### config.mk
export PLATFORM = sky130hd
export DESIGN_NAME = dplc_ctrl
export DESIGN_NICKNAME = d
export VERILOG_FILES = /design/src/dplc_pkg.sv /design/src/dplc_ctrl.sv
export SDC_FILE = /design/constraint.sdc
export NUM_CORES = 1
export LEC_CHECK = 0
export BUFFER_PORTS_ARGS = -buffer_cell sky130_fd_sc_hd__buf_2
export CELL_PAD_IN_SITES_DETAIL_PLACEMENT = 0
export CELL_PAD_IN_SITES_GLOBAL_PLACEMENT = 1
export CORE_ASPECT_RATIO = 1.2
export CORE_MARGIN = 4
export CORE_UTILIZATION = 36
export CTS_CLUSTER_DIAMETER = 60
export DETAILED_ROUTE_END_ITERATION = 10
export PLACE_DENSITY = 0.84
export SYNTH_ARGS = -nofsm -noshare
export SYNTH_HDL_FRONTEND = slang
export SYNTH_SLANG_ARGS = --single-unit
export TNS_END_PERCENT = 20
### constraint.sdc
create_clock -name aclk -period 3.7 [get_ports aclk]
set_input_delay 0.37 -clock aclk [delete_from_list [all_inputs] [get_ports aclk]]
set_output_delay 0.37 -clock aclk [all_outputs]
set_load 0.005 [all_outputs]
### src/dplc_pkg.sv
// Purpose: Shared constants and types for the power, link and calibration control
// Assumes: 50 MHz aclk, AXI4-Lite register access, 32-bit data
// Notes:   Printed register numbers are indexes; byte address is four times the index
`default_nettype none

package dplc_pkg;

    // ----------------------------------------------------------------
    // Register indexes and byte addresses
    // ----------------------------------------------------------------
    localparam logic [7:0]  IDX_POWER_STATE   = 8'h06;
    localparam logic [7:0]  IDX_CAL_CONTROL   = 8'h11;
    localparam logic [7:0]  IDX_RCAL_CONTROL  = 8'h19;
    localparam logic [7:0]  IDX_STATUS        = 8'h40;
    localparam logic [9:0]  ADDR_POWER_STATE  = {IDX_POWER_STATE, 2'b00};
    localparam logic [9:0]  ADDR_CAL_CONTROL  = {IDX_CAL_CONTROL, 2'b00};
    localparam logic [9:0]  ADDR_RCAL_CONTROL = {IDX_RCAL_CONTROL, 2'b00};
    localparam logic [9:0]  ADDR_STATUS       = {IDX_STATUS, 2'b00};

    // ----------------------------------------------------------------
    // Field positions and reset values
    // ----------------------------------------------------------------
    localparam int          BIT_LINK_PD       = 4;
    localparam int          BIT_SLEEP         = 3;
    localparam int          BIT_RCAL_DIS      = 5;
    localparam int          BIT_AUTO_CAL_DIS  = 4;
    localparam int          BIT_MAN_CAL       = 5;
    localparam logic [7:0]  RST_POWER_STATE   = 8'h10;
    localparam logic [7:0]  RST_CAL_CONTROL   = 8'h00;
    localparam logic [7:0]  RST_RCAL_CONTROL  = 8'h00;
    localparam logic [1:0]  RESP_OKAY         = 2'b00;
    localparam logic [1:0]  RESP_SLVERR       = 2'b10;

    // ----------------------------------------------------------------
    // Timing
    // ----------------------------------------------------------------
    localparam int          CLK_HZ            = 50_000_000;
    localparam int          PLL_LOCK_US       = 1000;
    localparam int          RCAL_MS           = 17;
    localparam int          ADC_CAL_MS        = 256;
    // Lock decided two cycles short of the limit, so it lands under 1 ms
    localparam int          PLL_LOCK_CYC      = (CLK_HZ / 1_000_000) * PLL_LOCK_US - 2;
    localparam int          RCAL_CYC          = (CLK_HZ / 1000) * RCAL_MS;
    localparam int          ADC_CAL_CYC       = (CLK_HZ / 1000) * ADC_CAL_MS;

    // ----------------------------------------------------------------
    // Types
    // ----------------------------------------------------------------
    typedef enum logic [1:0]
    {
        PWR_RESET_OP  = 2'b00,
        PWR_NORMAL    = 2'b01,
        PWR_SLEEP     = 2'b10,
        PWR_DEEP_DOWN = 2'b11
    } dplc_pwr_t;

    typedef enum logic [1:0]
    {
        CAL_IDLE = 2'b00,
        CAL_RES  = 2'b01,
        CAL_ADC  = 2'b10
    } dplc_cal_t;

    typedef struct packed
    {
        logic       link_en;
        logic       ring_detect_en;
        logic       line_status_valid;
        logic       cal_busy;
    } dplc_status_t;

endpackage : dplc_pkg

`default_nettype wire

### src/dplc_ctrl.sv
// Purpose: Power state, isolation link gating and off-hook calibration control
// Assumes: aresetn synchronous active low; bit clock and frame sync sampled on aclk
// Notes:   Sleep and deep powerdown are left only through aresetn
//
// Our own choice: the AXI4-Lite slave port.
`default_nettype none

// Functional notes
// - Reset defaults keep the line side powered down, never loading the line.
// - PLL locks within 1 ms from applying the bit clock.
// - Link is off after reset until the link powerdown bit clears.
// - Four power states chosen only by link powerdown and sleep bits.
// - Reset sets link powerdown, clears sleep; line status is invalid.
// - Both bits clear: normal operation with link traffic.
// - Link powerdown clear, sleep set: only link and ring detect work.
// - Only reset leaves sleep or powerdown; host then reprograms registers.
// - Both bits set: full powerdown, ring detect also dead.
// - Off-hook or loss of line power starts two automatic calibrations.
// - Resistor calibration lasts 17 ms, skipped when its disable bit is set.
// - 256 ms ADC calibration starts after dc settles and resistor cal ends.
// - Manual ADC cal: auto disable set, trigger pulsed; done within 256 ms. Here the 256 ms count only starts once dc settles.
module dplc_ctrl
(
    // Clock and reset
    input  wire logic        aclk,
    input  wire logic        aresetn,
    // AXI4-Lite write
    input  wire logic [9:0]  s_axi_awaddr,
    input  wire logic        s_axi_awvalid,
    output logic             s_axi_awready,
    input  wire logic [31:0] s_axi_wdata,
    input  wire logic [3:0]  s_axi_wstrb,
    input  wire logic        s_axi_wvalid,
    output logic             s_axi_wready,
    output logic [1:0]       s_axi_bresp,
    output logic             s_axi_bvalid,
    input  wire logic        s_axi_bready,
    // AXI4-Lite read
    input  wire logic [9:0]  s_axi_araddr,
    input  wire logic        s_axi_arvalid,
    output logic             s_axi_arready,
    output logic [31:0]      s_axi_rdata,
    output logic [1:0]       s_axi_rresp,
    output logic             s_axi_rvalid,
    input  wire logic        s_axi_rready,
    // Host timing inputs
    input  wire logic        bit_clk_active,
    input  wire logic        frame_sync,
    // Line side events
    input  wire logic        off_hook,
    input  wire logic        line_power_lost,
    input  wire logic        dc_term_stable,
    input  wire logic        ring_detect_in,
    input  wire logic        link_frame_ok,
    // Block outputs
    output logic             link_enable,
    output logic             ring_detect_out,
    output logic             pll_locked,
    output logic             cal_busy,
    output logic [1:0]       power_state
);

    // ----------------------------------------------------------------
    // State
    // ----------------------------------------------------------------
    logic [7:0]            pwr_reg_q, pwr_reg_d;
    logic [7:0]            cal_reg_q, cal_reg_d;
    logic [7:0]            rcal_reg_q, rcal_reg_d;
    logic                  bvalid_q, bvalid_d;
    logic [1:0]            bresp_q, bresp_d;
    logic                  aw_held_q, aw_held_d;
    logic                  w_held_q, w_held_d;
    logic [9:0]            awaddr_q, awaddr_d;
    logic [31:0]           wdata_q, wdata_d;
    logic [3:0]            wstrb_q, wstrb_d;
    logic                  rvalid_q, rvalid_d;
    logic [31:0]           rdata_q, rdata_d;
    logic [1:0]            rresp_q, rresp_d;
    logic [15:0]           pll_cnt_q, pll_cnt_d;
    logic                  pll_lock_q, pll_lock_d;
    logic                  frame_sync_seen_q, frame_sync_seen_d;
    dplc_pkg::dplc_cal_t   cal_st_q, cal_st_d;
    logic [23:0]           cal_cnt_q, cal_cnt_d;
    logic                  hook_q, hook_d;
    logic                  manual_cal_trigger_q, manual_cal_trigger_d;
    logic                  ring_q, ring_d;
    dplc_pkg::dplc_pwr_t   pwr_mode;
    dplc_pkg::dplc_status_t status;
    logic                  wr_fire;
    logic [9:0]            wr_addr;
    logic [31:0]           wr_data;
    logic [3:0]            wr_strb;

    // Power state from the two control bits only
    function automatic dplc_pkg::dplc_pwr_t decode_pwr(input logic [7:0] r);
        unique case ({r[dplc_pkg::BIT_LINK_PD], r[dplc_pkg::BIT_SLEEP]})
            2'b10:   decode_pwr = dplc_pkg::PWR_RESET_OP;
            2'b00:   decode_pwr = dplc_pkg::PWR_NORMAL;
            2'b01:   decode_pwr = dplc_pkg::PWR_SLEEP;
            2'b11:   decode_pwr = dplc_pkg::PWR_DEEP_DOWN;
        endcase
    endfunction : decode_pwr

    // Byte lane 0 merge of a write
    function automatic logic [7:0] merge8(input logic [7:0] old, input logic [31:0] d,
                                          input logic [3:0] s);
        merge8 = s[0] ? d[7:0] : old;
    endfunction : merge8

    assign pwr_mode = decode_pwr(pwr_reg_q);

    // ----------------------------------------------------------------
    // Outputs
    // ----------------------------------------------------------------
    assign status.link_en           = (pwr_mode == dplc_pkg::PWR_NORMAL)
                                    || (pwr_mode == dplc_pkg::PWR_SLEEP);
    assign status.ring_detect_en    = status.link_en;
    assign status.line_status_valid = status.link_en && link_frame_ok;
    assign status.cal_busy          = (cal_st_q != dplc_pkg::CAL_IDLE);
    assign link_enable     = status.link_en;
    assign ring_detect_out = ring_q;
    assign pll_locked      = pll_lock_q;
    assign cal_busy        = status.cal_busy;
    assign power_state     = pwr_mode;

    // ----------------------------------------------------------------
    // AXI4-Lite slave
    // ----------------------------------------------------------------
    assign s_axi_awready = !aw_held_q && !bvalid_q;
    assign s_axi_wready  = !w_held_q && !bvalid_q;
    assign s_axi_bvalid  = bvalid_q;
    assign s_axi_bresp   = bresp_q;
    assign s_axi_arready = !rvalid_q;
    assign s_axi_rvalid  = rvalid_q;
    assign s_axi_rdata   = rdata_q;
    assign s_axi_rresp   = rresp_q;

    assign wr_addr = aw_held_q ? awaddr_q : s_axi_awaddr;
    assign wr_data = w_held_q ? wdata_q : s_axi_wdata;
    assign wr_strb = w_held_q ? wstrb_q : s_axi_wstrb;
    assign wr_fire = (aw_held_q || (s_axi_awvalid && s_axi_awready))
                   && (w_held_q || (s_axi_wvalid && s_axi_wready));

    // Write path, read path and register next values
    always_comb
    begin
        aw_held_d  = aw_held_q;
        w_held_d   = w_held_q;
        awaddr_d   = awaddr_q;
        wdata_d    = wdata_q;
        wstrb_d    = wstrb_q;
        bvalid_d   = bvalid_q && !s_axi_bready;
        bresp_d    = bresp_q;
        pwr_reg_d  = pwr_reg_q;
        cal_reg_d  = cal_reg_q;
        rcal_reg_d = rcal_reg_q;
        rvalid_d   = rvalid_q && !s_axi_rready;
        rdata_d    = rdata_q;
        rresp_d    = rresp_q;
        if (s_axi_awvalid && s_axi_awready)
        begin
            aw_held_d = 1'b1;
            awaddr_d  = s_axi_awaddr;
        end
        if (s_axi_wvalid && s_axi_wready)
        begin
            w_held_d = 1'b1;
            wdata_d  = s_axi_wdata;
            wstrb_d  = s_axi_wstrb;
        end
        if (wr_fire)
        begin
            aw_held_d = 1'b0;
            w_held_d  = 1'b0;
            bvalid_d  = 1'b1;
            bresp_d   = dplc_pkg::RESP_OKAY;
            unique case (wr_addr)
                dplc_pkg::ADDR_POWER_STATE:
                begin
                    // Sleep and deep powerdown lock the bits until reset
                    if (pwr_mode == dplc_pkg::PWR_NORMAL
                        || pwr_mode == dplc_pkg::PWR_RESET_OP)
                        pwr_reg_d = merge8(pwr_reg_q, wr_data, wr_strb);
                end
                dplc_pkg::ADDR_CAL_CONTROL:  cal_reg_d  = merge8(cal_reg_q, wr_data, wr_strb);
                dplc_pkg::ADDR_RCAL_CONTROL: rcal_reg_d = merge8(rcal_reg_q, wr_data, wr_strb);
                dplc_pkg::ADDR_STATUS:       bresp_d    = dplc_pkg::RESP_OKAY;
                default:                     bresp_d    = dplc_pkg::RESP_SLVERR;
            endcase
        end
        if (s_axi_arvalid && s_axi_arready)
        begin
            rvalid_d = 1'b1;
            rresp_d  = dplc_pkg::RESP_OKAY;
            unique case (s_axi_araddr)
                dplc_pkg::ADDR_POWER_STATE:  rdata_d = {24'h000000, pwr_reg_q};
                dplc_pkg::ADDR_CAL_CONTROL:  rdata_d = {24'h000000, cal_reg_q};
                dplc_pkg::ADDR_RCAL_CONTROL: rdata_d = {24'h000000, rcal_reg_q};
                dplc_pkg::ADDR_STATUS:       rdata_d = {25'h0000000, pll_lock_q,
                                                        pwr_mode, status};
                default:
                begin
                    rdata_d = 32'h00000000;
                    rresp_d = dplc_pkg::RESP_SLVERR;
                end
            endcase
        end
    end

    // ----------------------------------------------------------------
    // PLL lock, ring detect and calibration sequencer
    // ----------------------------------------------------------------
    always_comb
    begin
        pll_cnt_d  = pll_cnt_q;
        pll_lock_d = pll_lock_q;
        // Lock counts from the bit clock, restarts if it stops
        if (!bit_clk_active)
        begin
            pll_cnt_d  = 16'h0000;
            pll_lock_d = 1'b0;
        end
        else if (pll_cnt_q == 16'(dplc_pkg::PLL_LOCK_CYC))
            pll_lock_d = pll_lock_q || frame_sync_seen_q || frame_sync;
        else
            pll_cnt_d = pll_cnt_q + 16'h0001;
        // Frame sync seen at any time while the bit clock runs
        frame_sync_seen_d = bit_clk_active && (frame_sync_seen_q || frame_sync);
        ring_d   = status.ring_detect_en && ring_detect_in;
        hook_d   = off_hook;
        manual_cal_trigger_d   = cal_reg_q[dplc_pkg::BIT_MAN_CAL];
        cal_st_d = cal_st_q;
        cal_cnt_d = cal_cnt_q;
        unique case (cal_st_q)
            dplc_pkg::CAL_IDLE:
            begin
                cal_cnt_d = 24'h000000;
                // Auto start on off-hook edge or power loss
                if (!cal_reg_q[dplc_pkg::BIT_AUTO_CAL_DIS]
                    && ((off_hook && !hook_q) || line_power_lost))
                    cal_st_d = rcal_reg_q[dplc_pkg::BIT_RCAL_DIS]
                             ? dplc_pkg::CAL_ADC : dplc_pkg::CAL_RES;
                // Manual start on the falling edge of the trigger
                else if (cal_reg_q[dplc_pkg::BIT_AUTO_CAL_DIS] && manual_cal_trigger_q
                         && !cal_reg_q[dplc_pkg::BIT_MAN_CAL])
                    cal_st_d = dplc_pkg::CAL_ADC;
            end
            dplc_pkg::CAL_RES:
            begin
                if (cal_cnt_q == 24'(dplc_pkg::RCAL_CYC - 1))
                begin
                    cal_cnt_d = 24'h000000;
                    cal_st_d  = dplc_pkg::CAL_ADC;
                end
                else
                    cal_cnt_d = cal_cnt_q + 24'h000001;
            end
            dplc_pkg::CAL_ADC:
            begin
                // Wait for dc termination before counting
                if (!dc_term_stable)
                    cal_cnt_d = 24'h000000;
                else if (cal_cnt_q == 24'(dplc_pkg::ADC_CAL_CYC - 1))
                    cal_st_d = dplc_pkg::CAL_IDLE;
                else
                    cal_cnt_d = cal_cnt_q + 24'h000001;
            end
            default: cal_st_d = dplc_pkg::CAL_IDLE;
        endcase
    end

    // ----------------------------------------------------------------
    // Registers
    // ----------------------------------------------------------------
    always_ff @(posedge aclk)
    begin
        if (!aresetn)
        begin
            pwr_reg_q  <= dplc_pkg::RST_POWER_STATE;
            cal_reg_q  <= dplc_pkg::RST_CAL_CONTROL;
            rcal_reg_q <= dplc_pkg::RST_RCAL_CONTROL;
            aw_held_q  <= 1'b0;
            w_held_q   <= 1'b0;
            awaddr_q   <= 10'h000;
            wdata_q    <= 32'h00000000;
            wstrb_q    <= 4'h0;
            bvalid_q   <= 1'b0;
            bresp_q    <= dplc_pkg::RESP_OKAY;
            rvalid_q   <= 1'b0;
            rdata_q    <= 32'h00000000;
            rresp_q    <= dplc_pkg::RESP_OKAY;
            pll_cnt_q  <= 16'h0000;
            pll_lock_q <= 1'b0;
            frame_sync_seen_q <= 1'b0;
            cal_st_q   <= dplc_pkg::CAL_IDLE;
            cal_cnt_q  <= 24'h000000;
            hook_q     <= 1'b0;
            manual_cal_trigger_q     <= 1'b0;
            ring_q     <= 1'b0;
        end
        else
        begin
            pwr_reg_q  <= pwr_reg_d;
            cal_reg_q  <= cal_reg_d;
            rcal_reg_q <= rcal_reg_d;
            aw_held_q  <= aw_held_d;
            w_held_q   <= w_held_d;
            awaddr_q   <= awaddr_d;
            wdata_q    <= wdata_d;
            wstrb_q    <= wstrb_d;
            bvalid_q   <= bvalid_d;
            bresp_q    <= bresp_d;
            rvalid_q   <= rvalid_d;
            rdata_q    <= rdata_d;
            rresp_q    <= rresp_d;
            pll_cnt_q  <= pll_cnt_d;
            pll_lock_q <= pll_lock_d;
            frame_sync_seen_q <= frame_sync_seen_d;
            cal_st_q   <= cal_st_d;
            cal_cnt_q  <= cal_cnt_d;
            hook_q     <= hook_d;
            manual_cal_trigger_q     <= manual_cal_trigger_d;
            ring_q     <= ring_d;
        end
    end

    // ----------------------------------------------------------------
    // Assertions
    // ----------------------------------------------------------------
    property p_reset_defaults;
        @(posedge aclk) !aresetn |=> (pwr_reg_q == 8'h10 && !link_enable);
    endproperty
    a_reset_defaults: assert property (p_reset_defaults)
        else $error("reset defaults wrong");

    property p_link_gated;
        @(posedge aclk) disable iff (!aresetn)
            pwr_reg_q[4] |-> !link_enable;
    endproperty
    a_link_gated: assert property (p_link_gated)
        else $error("link active while powered down");

    property p_normal_link;
        @(posedge aclk) disable iff (!aresetn)
            (pwr_reg_q[4:3] == 2'b00) |-> link_enable && power_state == 2'b01;
    endproperty
    a_normal_link: assert property (p_normal_link)
        else $error("normal mode link not enabled");

    property p_deep_no_ring;
        @(posedge aclk) disable iff (!aresetn)
            (pwr_reg_q[4:3] == 2'b11) |=> !ring_detect_out;
    endproperty
    a_deep_no_ring: assert property (p_deep_no_ring)
        else $error("ring detect alive in powerdown");

    property p_sleep_sticky;
        @(posedge aclk) disable iff (!aresetn)
            (power_state == 2'b10) |=> (power_state == 2'b10);
    endproperty
    a_sleep_sticky: assert property (p_sleep_sticky)
        else $error("left sleep without reset");

    property p_sleep_ring;
        @(posedge aclk) disable iff (!aresetn)
            (power_state == 2'b10 && ring_detect_in) |=> ring_detect_out;
    endproperty
    a_sleep_ring: assert property (p_sleep_ring)
        else $error("ring detect lost in sleep");

    property p_pll_lock;
        @(posedge aclk) disable iff (!aresetn)
            $rose(bit_clk_active) |-> !pll_locked [*8];
    endproperty
    a_pll_lock: assert property (p_pll_lock)
        else $error("pll lock too early");

    property p_auto_start;
        @(posedge aclk) disable iff (!aresetn)
            (cal_st_q == dplc_pkg::CAL_IDLE && !cal_reg_q[4] && line_power_lost)
                |=> cal_busy;
    endproperty
    a_auto_start: assert property (p_auto_start)
        else $error("auto calibration did not start");

    property p_rcal_skip;
        @(posedge aclk) disable iff (!aresetn)
            (cal_st_q == dplc_pkg::CAL_IDLE && cal_st_d != dplc_pkg::CAL_IDLE
             && rcal_reg_q[5]) |=> (cal_st_q == dplc_pkg::CAL_ADC);
    endproperty
    a_rcal_skip: assert property (p_rcal_skip)
        else $error("resistor calibration not skipped");

    property p_adc_waits;
        @(posedge aclk) disable iff (!aresetn)
            (cal_st_q == dplc_pkg::CAL_ADC && !dc_term_stable) |=> cal_cnt_q == 24'h0;
    endproperty
    a_adc_waits: assert property (p_adc_waits)
        else $error("adc calibration ran before dc settled");

endmodule : dplc_ctrl

`default_nettype wire

==> flow_summary.yaml, run 1 <==
timing:
  finClkSkew_ps: 10.6
  final-setup-viol-count: 0
  rsz0062_at_grt: "no"
  period_needed_ps: 2660
  worst_pin_slew_ps: 816
  slew_headroom_pct: 45.1
  hold_viol: 0
  clock.fmax_mhz: 376
  timing.hold.ws_ps: 196
  period_share_pct: 71.9
  drv_slew: 0
  fin_tns_setup_ps: 0
worst_setup_path:
  worstPathRequired_ps: 3970
  cp_data_arrival_time_ps: 2930
  worstSetupEndpointType: "flip-flop"
  reg2reg_depth: 7
  crit_path_max_fanout: 24
  worst-setup-path-type: "flip-flop to flip-flop"
  crit_path_start_kind: "flip-flop"
yosys:
  syn_area_um2: 5520
  ys_async_sr_fraction_pct: 0
  synth_area_leaders: "dfxtp_1 38%, mux2i_1 8.3%, nand2_1 5.3%, nor2_1 4.0%, buf_4 3.5%"
  synth_edf_count: 0
  ys_seq_elements: 104
  syn_avg_cell_area_um2: 8.64
  yosys_warnings: 0
  syn_inst: 639
  yosysTopAreaCellShare_pct: 37.7
  yosysSeqAreaShare_pct: 37.7
  ys.flop_type: "dfxtp_1"
  yosys.area.top_type: "dfxtp_1"
  yosysUniqueCellTypes: 70
global_routing:
  overflow: 0
  grt_max_degree: 32
  grt_pass1_vias: 4229
  grt_pass1_wl_um: 20500
  antenna_found_initial: 0
  grt_usage_pct: 14.4
power_and_ir_drop:
  power.density_nw_per_um2: 445
  p_sw_mw: 0.845
  clkPwrFrac_pct: 36.2
  p_leak_nw: 2.46
  swShare_pct: 30.6
  intPower_mw: 1.92
  power.share.combinational_pct: 20.5
  vdd_drop_max_v: 0.000302
  seq_power_share_pct: 43.4
floorplanning:
  coreArea_um2: 15000
  start_util_pct: 36.8
  die_area_um2: 17400
  ios: 117
  dieHeight_um: 144
  rows: 49
  die_x_um: 121
clocking:
  cts-root-buf: "clkbuf_16"
  cts_resized: 0
  cts_buffers: 9
  cts.clk_slew.worst_paths_ps: 70
  cts_buffer_depth: 2
  htreeDepth: 3
  clock_latency_ps: 350
  cts_tree: "yes"
  postCtsSetupBuffers: 0
  hold_buffers: 0
  numClockSinks: 104
routing:
  dr_total_vias: 4514
  drtIter0Drc: 198
  antenna_left: 0
  vias_per_cell: 5.03
  first_pass_iters: 4
  drc: 0
  wirelength_um: 12400
  wl_per_cell_um: 13.8
final_layout:
  mostFrequentLayoutCells: "104 x dfxtp_1, 78 x nand2_1, 63 x buf_2, 59 x nor2_1, 46 x mux2i_1"
  final_common_cell: "dfxtp_1"
  syn_to_final_growth_pct: 12.2
  drive_gt1_share_pct: 15.9
  diodes: 0
  final_cell_area_um2: 6200
  nets: 767
flow_run:
  drv_cap: 0
placed_design:
  post-dp-hpwl_um: 8990
  dpl-instance-area_um2: 5890
  gp_congestion: 0.799
  io_buffer_count: 63
worst_hold_path:
  hold_depth: 2
  min_path_type: "input port to flip-flop"
run_status:
  status: "finished, final reports clean"
-- critical path, stage by stage, from the launching register on --
cell      delay, ps
dfxtp_1         320
inv_1            80
ha_1            200
and2_0          290
or4b_1          660
o21ai_4         570
o21ai_0         220
a211oi_2        230
-- worst paths after layout --
check	start	end	slack (ps)
worst max-delay path	cal_st_q[0]	cal_cnt_q[9]	1040
worst min-delay path	s_axi_rready	s_axi_rvalid	200
worst max register to register	cal_st_q[0]	cal_cnt_q[9]	1040
worst min register to register	wdata_q[3]	wdata_q[3]	450
-- state kept, by name, indices dropped and copies added, names as in the netlist, 2 cells and up --
| register | cells |
|---|---|
| rcal_reg_q | 8 |
| s_axi_rdata | 8 |
| cal_st_q | 2 |
| wdata_q | 8 |
| awaddr_q | 10 |
| cal_reg_q | 8 |
| cal_cnt_q | 24 |
| pll_cnt_q | 16 |
| pwr_reg_q | 8 |
-- cells by family (layout without fill, tap and decap cells) --
kind of cell / after synthesis / in the layout / share of synthesized area, %
flops: 104 / 104 / 37.7
mux: 55 / 55 / 10.2
simple gates: 264 / 264 / 25.3
compound gates: 109 / 109 / 14.2
other cells: 1 / 26 / 0.0679
xor+xnor: 18 / 18 / 2.85
buf+inv: 79 / 108 / 7.66
fa+ha+maj: 9 / 9 / 2.04
-- synthesized netlist by cell type, drive strengths merged (3+ instances only) --
library cell	instances
or4b	3
o211ai	8
buf	36
o21ai	14
and2	6
o31ai	6
nand2b	5
o22ai	6
mux2i	46
xnor2	15
nor3b	4
a22o	8
mux2	9
xor2	3
nand3	21
clkbuf	17
or4	11
and3	8
a21oi	28
ha	9
o21a	4
a31oi	5
nor4b	3
nand2	78
inv	26
and4	3
nand4	9
or2	3
nor4	16
or3	12
o221ai	4
nor3	14
a211oi	10
nor2	59
dfxtp	104
-- power groups by stage --
stage / registers, mW / logic (mW) / clock network, mW
CTS: 1.20 / 0.568 / 1.03
global route: 1.20 / 0.631 / 1.06
global placement: 1.22 / 0.569 / 0
finish: 1.20 / 0.565 / 0.999
detailed placement: 1.22 / 0.566 / 0
floorplan: 1.21 / 0.476 / 0
-- through the flow --
| step | std cells | power [mW] | worst slack, ps | util, % |
|---|---|---|---|---|
| 4_1_cts | 897 | 2.79 | 1050 | 41.3 |
| 3_5_place_dp | 881 | 1.79 | 1080 | 39.2 |
| 6_report | 897 | 2.76 | 1040 | 41.3 |
| 5_1_grt | 897 | 2.90 | 832 | 41.3 |
| 2_1_floorplan | 664 | 1.69 | 1560 | - |
| 3_3_place_gp | 881 | 1.79 | 1100 | 39.2 |
-- final cells by class --
class                           count  area (um^2)
Inverter                           26         97.6
Multi-Input combinational cell    481         3110
Clock buffer                       11          253
Clock inverter                      5         60.1
Fill cell                        1549         8820
Tap cell                          204          255
Sequential cell                   104         2080
Timing Repair Buffer               66          338
-- per-layer routing --
metal  track usage, %  vias to the layer above  routed length [um]
li1                 -                     2342                   -
met1             17.9                     2084                5640
met2             24.6                       70                6180
met3             2.87                       18                 377
met4             5.49                        0                 210
met5                0                        -                   0
(Power assumes the default switching activity.)
==> inputs of run 2 (changes only) <==
==> constraint.sdc (replaced) <==
create_clock -name aclk -period 2.5 [get_ports aclk]
set_input_delay 0.25 -clock aclk [delete_from_list [all_inputs] [get_ports aclk]]
set_output_delay 0.25 -clock aclk [all_outputs]
set_load 0.005 [all_outputs]
==> run 2 against run 1 <==
Register-to-register slack got worse by 830 ps; non-clock buffer count rose by 16; clock skew grew 2.0 ps; worst setup slack lost 830 ps; fmax increased by 16%; total power grew 56%; via count up 1.9%; flip-flop and latch count stayed put; critical path type unchanged.
==> flow_summary.yaml, run 2 (synthesis gave the netlist of run 1 again) <==
timing:
  worst_pin_slew_ps: 742
  hold_viol: 0
  clock.fmax_mhz: 437
  slew_headroom_pct: 50.5
  fin_tns_setup_ps: 0
  final-setup-viol-count: 0
  rsz0062_at_grt: "no"
  fin_ws_ps: 214
  period_share_pct: 91.5
  drv_slew: 0
  finClkSkew_ps: 12.7
  period_needed_ps: 2290
placed_design:
  io_buffer_count: 63
  post-place-ws_ps: 220
  post-dp-hpwl_um: 9200
  dpl-instance-area_um2: 6010
  gp_congestion: 0.827
power_and_ir_drop:
  vdd_drop_max_v: 0.000483
  seq_power_share_pct: 41.1
  p_sw_mw: 1.29
  power.share.combinational_pct: 22.0
  clkPwrFrac_pct: 36.9
  fin_total_pwr_mw: 4.30
  p_leak_nw: 2.56
  power.density_nw_per_um2: 678
  swShare_pct: 30.0
  intPower_mw: 3.01
clocking:
  postCtsSetupBuffers: 0
  cts_buffer_depth: 2
  hold_buffers: 0
  cts_buffers: 9
  cts_tree: "yes"
  numClockSinks: 104
  cts-root-buf: "clkbuf_16"
  clock_latency_ps: 360
  cts_resized: 0
  htreeDepth: 3
  cts.clk_slew.worst_paths_ps: 70
global_routing:
  grt_pass1_vias: 4398
  grt_use_met2_pct: 26.6
  use_met1_pct: 18.1
  grt_pass1_wl_um: 21300
  grt_usage_pct: 15.1
  grt_max_degree: 49
  busiest_layer: "met2"
  grt_use_met3_pct: 3.90
  overflow: 0
  antenna_found_initial: 0
worst_setup_path:
  crit_end: "cal_cnt_q[7]"
  cp_data_arrival_time_ps: 2560
  reg2reg_depth: 8
  crit_start: "cal_st_q[0]"
  regToRegEndpoint: "cal_cnt_q[7]"
  crit_path_start_kind: "flip-flop"
  crit_path_max_fanout: 10
  reg2reg_from: "cal_st_q[0]"
  rrSetupSlack_ps: 210
  worst-setup-path-type: "flip-flop to flip-flop"
  worstPathRequired_ps: 2770
  worstSetupEndpointType: "flip-flop"
routing:
  wl_per_cell_um: 14.1
  wirelength_um: 12900
  antenna_left: 0
  drtIter0Drc: 218
  drc: 0
  first_pass_iters: 4
  dr_total_vias: 4600
  vias_per_cell: 5.04
final_layout:
  syn_to_final_growth_pct: 14.8
  mostFrequentLayoutCells: "104 x dfxtp_1, 78 x nand2_1, 63 x buf_2, 59 x nor2_1, 46 x mux2i_1"
  nets: 783
  final_util_pct: 42.2
  regMostFlops: "cal_cnt_q"
  drive_gt1_share_pct: 17.8
  reg.largest.list: "cal_cnt_q x24, pll_cnt_q x16, awaddr_q x10"
  fillers: 1540
  final_common_cell: "dfxtp_1"
  diodes: 0
  final_cell_area_um2: 6340
  largest_reg_flops: 24
floorplanning:
  die_x_um: 121
  dieHeight_um: 144
  coreArea_um2: 15000
  start_util_pct: 36.8
  die_area_um2: 17400
  rows: 49
  ios: 117
flow_run:
  drv_cap: 0
worst_hold_path:
  min_path_type: "input port to flip-flop"
  hold_path_startpoint: "s_axi_rready"
run_status:
  status: "finished, final reports clean"
## run 2: per-layer routing
| metal | wire length [um] | vias up |
|---|---|---|
| li1 | - | 2368 |
| met1 | 5610 | 2144 |
| met2 | 6630 | 76 |
| met3 | 437 | 12 |
| met4 | 240 | 0 |
| met5 | 0 | - |
## run 2: critical path, cell delays in order (launching register included)
cell	delay [ps]
dfxtp_1	360
inv_1	70
ha_1	230
and2_0	170
or4b_1	360
o21ai_4	100
buf_4	190
or4_1	490
a211oi_1	220
## run 2: worst min path at each step
stage                               to  depth (start not counted)
after floorplan           s_axi_rvalid                          1
after global placement    s_axi_rvalid                          2
after detailed placement  s_axi_rvalid                          2
after CTS                 s_axi_rvalid                          2
after global routing      s_axi_rvalid                          2
final                     s_axi_rvalid                          2
## run 2: power groups by stage
stage	registers (mW)	clock network (mW)	logic, mW
final	1.77	1.59	0.945
after global routing	1.78	1.71	1.05
after CTS	1.77	1.64	0.956
after detailed placement	1.80	0	0.953
after global placement	1.80	0	0.950
after floorplan	1.79	0	0.704
## run 2: area by class of cell
type | count | area, um^2 | area share (%)
tap | 204 | 255 | 4.02
sequential | 104 | 2080 | 32.8
clock inverter | 6 | 97.6 | 1.54
inverter | 26 | 97.6 | 1.54
timing repair buffer | 82 | 458 | 7.22
multi-input combinational | 481 | 3110 | 49.1
clock buffer | 10 | 239 | 3.77
## run 2: per-stage QoR
| step | hold WS (ps) | std cells |
|---|---|---|
| after floorplan | 350 | 664 |
| after global placement | 435 | 897 |
| after detailed placement | 440 | 897 |
| after CTS | 55.6 | 913 |
| after global routing | 59.6 | 913 |
| final | 72.1 | 913 |
==> inputs of run 3 (changes only) <==
--- a/config.mk
+++ b/config.mk
@@ -5,6 +5,7 @@
 export SDC_FILE = /design/constraint.sdc
 export NUM_CORES = 1
 export LEC_CHECK = 0
+export ABC_AREA = 1
 export BUFFER_PORTS_ARGS = -buffer_cell sky130_fd_sc_hd__buf_2
 export CELL_PAD_IN_SITES_DETAIL_PLACEMENT = 0
 export CELL_PAD_IN_SITES_GLOBAL_PLACEMENT = 1
@@ -13,7 +14,7 @@
 export CORE_UTILIZATION = 36
 export CTS_CLUSTER_DIAMETER = 60
 export DETAILED_ROUTE_END_ITERATION = 10
-export PLACE_DENSITY = 0.84
+export PLACE_DENSITY = 0.87
 export SYNTH_ARGS = -nofsm -noshare
 export SYNTH_HDL_FRONTEND = slang
 export SYNTH_SLANG_ARGS = --single-unit
==> run 3 against run 2 <==
Clock skew up 1.8 ps; combinational power up 14%; worst setup slack better by 170 ps; design area up 5.5%; register-to-register slack better by 170 ps; sequential share of layout area down 1.7 points; flip-flop and latch count unchanged; via count up 23%.
==> flow_summary.yaml, run 3 <==
yosys:
  syn_inst: 925
  yosysTopAreaCellShare_pct: 34.8
  yosysSeqAreaShare_pct: 34.8
  synth_common_cells: "181 x nand2_1, 173 x nor2_1, 104 x dfxtp_1"
  synth_area_leaders: "dfxtp_1 35%, nand2_1 11%, nor2_1 11%, inv_1 6.5%, nand3_1 6.3%"
  syn_area_um2: 5990
  ys.flop_type: "dfxtp_1"
  synth_edf_count: 0
  yosys_warnings: 0
  ys_seq_elements: 104
  yosys.area.top_type: "dfxtp_1"
  synth_most_common_cell: "nand2_1"
  yosysUniqueCellTypes: 47
  syn_avg_cell_area_um2: 6.47
  ys_async_sr_fraction_pct: 0
worst_setup_path:
  crit_start: "aw_held_q"
  crit_path_start_kind: "flip-flop"
  regToRegEndpoint: "rcal_reg_q[3]"
  rrSetupSlack_ps: 380
  reg2reg_from: "aw_held_q"
  crit_path_max_fanout: 16
  reg2reg_depth: 11
  worst-setup-path-type: "flip-flop to flip-flop"
  worstPathRequired_ps: 2760
  worstSetupEndpointType: "flip-flop"
  cp_data_arrival_time_ps: 2370
routing:
  antenna_left: 0
  drc: 0
  vias_per_cell: 4.72
  wl_per_cell_um: 12.3
  dr_total_vias: 5672
  first_pass_iters: 5
  drtIter0Drc: 274
  wirelength_um: 14800
timing:
  period_needed_ps: 2120
  hold_viol: 0
  fin_tns_setup_ps: 0
  drv_slew: 0
  worst_pin_slew_ps: 615
  slew_headroom_pct: 59.0
  timing.hold.ws_ps: 85.6
  finClkSkew_ps: 14.5
  final-setup-viol-count: 0
  clock.fmax_mhz: 472
  rsz0062_at_grt: "no"
  period_share_pct: 84.7
global_routing:
  grt_max_degree: 37
  grt_pass1_wl_um: 25000
  antenna_found_initial: 0
  grt_pass1_vias: 5331
  grt_usage_pct: 16.0
  overflow: 0
run_status:
  status: "finished, final reports clean"
placed_design:
  gp_congestion: 0.895
  post-dp-hpwl_um: 11500
  dp_cells: 1185
  io_buffer_count: 63
floorplanning:
  rows: 51
  die_area_um2: 18800
  dieHeight_um: 149
  coreArea_um2: 16300
  ios: 117
  start_util_pct: 36.8
  die_x_um: 126
worst_hold_path:
  hold_path_startpoint: "off_hook"
  hold_depth: 3
  min_path_type: "input port to flip-flop"
  whs_endpoint: "hook_q"
clocking:
  cts_tree: "yes"
  cts_buffers: 9
  clock_latency_ps: 360
  cts.clk_slew.worst_paths_ps: 70
  htreeDepth: 3
  cts_buffer_depth: 2
  postCtsSetupBuffers: 0
  numClockSinks: 104
  hold_buffers: 0
  cts-root-buf: "clkbuf_16"
  cts_resized: 0
final_layout:
  drive_gt1_share_pct: 13.7
  mostFrequentLayoutCells: "181 x nand2_1, 173 x nor2_1, 104 x dfxtp_1, 103 x inv_1, 75 x nand3_1"
  fin_cells: 1201
  final_common_cell: "nand2_1"
  largest_reg_flops: 24
  seqCellArea_um2: 2080
  diodes: 0
  nets: 1063
  multiInputGateArea_um2: 3240
  regMostFlops: "cal_cnt_q"
  final_util_pct: 41.1
  reg.largest.list: "cal_cnt_q x24, pll_cnt_q x16, awaddr_q x10"
  syn_to_final_growth_pct: 11.8
  fillers: 1830
power_and_ir_drop:
  vdd_drop_max_v: 0.000302
  p_leak_nw: 2.91
  power.density_nw_per_um2: 647
flow_run:
  drv_cap: 0
-- run 3: layout make-up --
type | count | area share [%]
Multi-Input combinational cell | 686 | 48.5
Sequential cell | 104 | 31.1
Inverter | 113 | 6.43
Timing Repair Buffer | 70 | 5.50
Tap cell | 212 | 3.96
Clock buffer | 9 | 3.37
Clock inverter | 7 | 1.16
-- run 3: logic make-up after synthesis --
group           count (synthesis)  share of synthesized area, %
xor+xnor                        2                         0.293
fa+ha+maj                       9                          1.88
compound gates                140                          12.7
flops                         104                          34.8
buf+inv                       160                          12.6
other cells                     1                        0.0626
simple gates                  509                          37.7
-- run 3: critical path: stages, from the launching register on --
cell and delay, ps:
dfxtp_1 720, inv_2 170, nand2_1 90, o21ai_1 60, nor2_1 200, nand3_1 120, nor2_2 110, nand2_2 70
nor2_4 280, nand2_1 90, nand2_1 70, nor2_1 40
-- run 3: metrics by stage --
| step | area, um^2 | worst slack (ps) | power [mW] |
|---|---|---|---|
| after CTS | 6690 | 367 | 4.38 |
| after global placement | 6390 | 418 | 2.92 |
| after global routing | 6690 | 115 | 4.59 |
| final | 6690 | 383 | 4.33 |
| after detailed placement | 6390 | 386 | 2.93 |
| after floorplan | 6080 | 771 | 2.71 |
-- run 3: metal layers --
layer / up-vias / GRT usage [%] / wire [um]
li1: 3036 / - / -
met1: 2526 / 19.2 / 6650
met2: 86 / 28.3 / 7320
met3: 24 / 2.90 / 410
met4: 0 / 5.95 / 397
met5: - / 0 / 0
-- run 3: report_power, final --
part / leakage (nW) / switching (mW) / internal (mW)
Sequential: 0.845 / 0.0631 / 1.73
Clock: 0.147 / 0.734 / 0.717
Combinational: 1.92 / 0.751 / 0.328
-- run 3: worst max-delay path by stage --
stage                     to  cells past startpoint
6_report       rcal_reg_q[3]                     11
5_1_grt         cal_reg_q[1]                      9
4_1_cts         cal_reg_q[6]                      9
3_5_place_dp   rcal_reg_q[1]                     11
3_3_place_gp    cal_reg_q[6]                      9
2_1_floorplan  cal_cnt_q[17]                     13
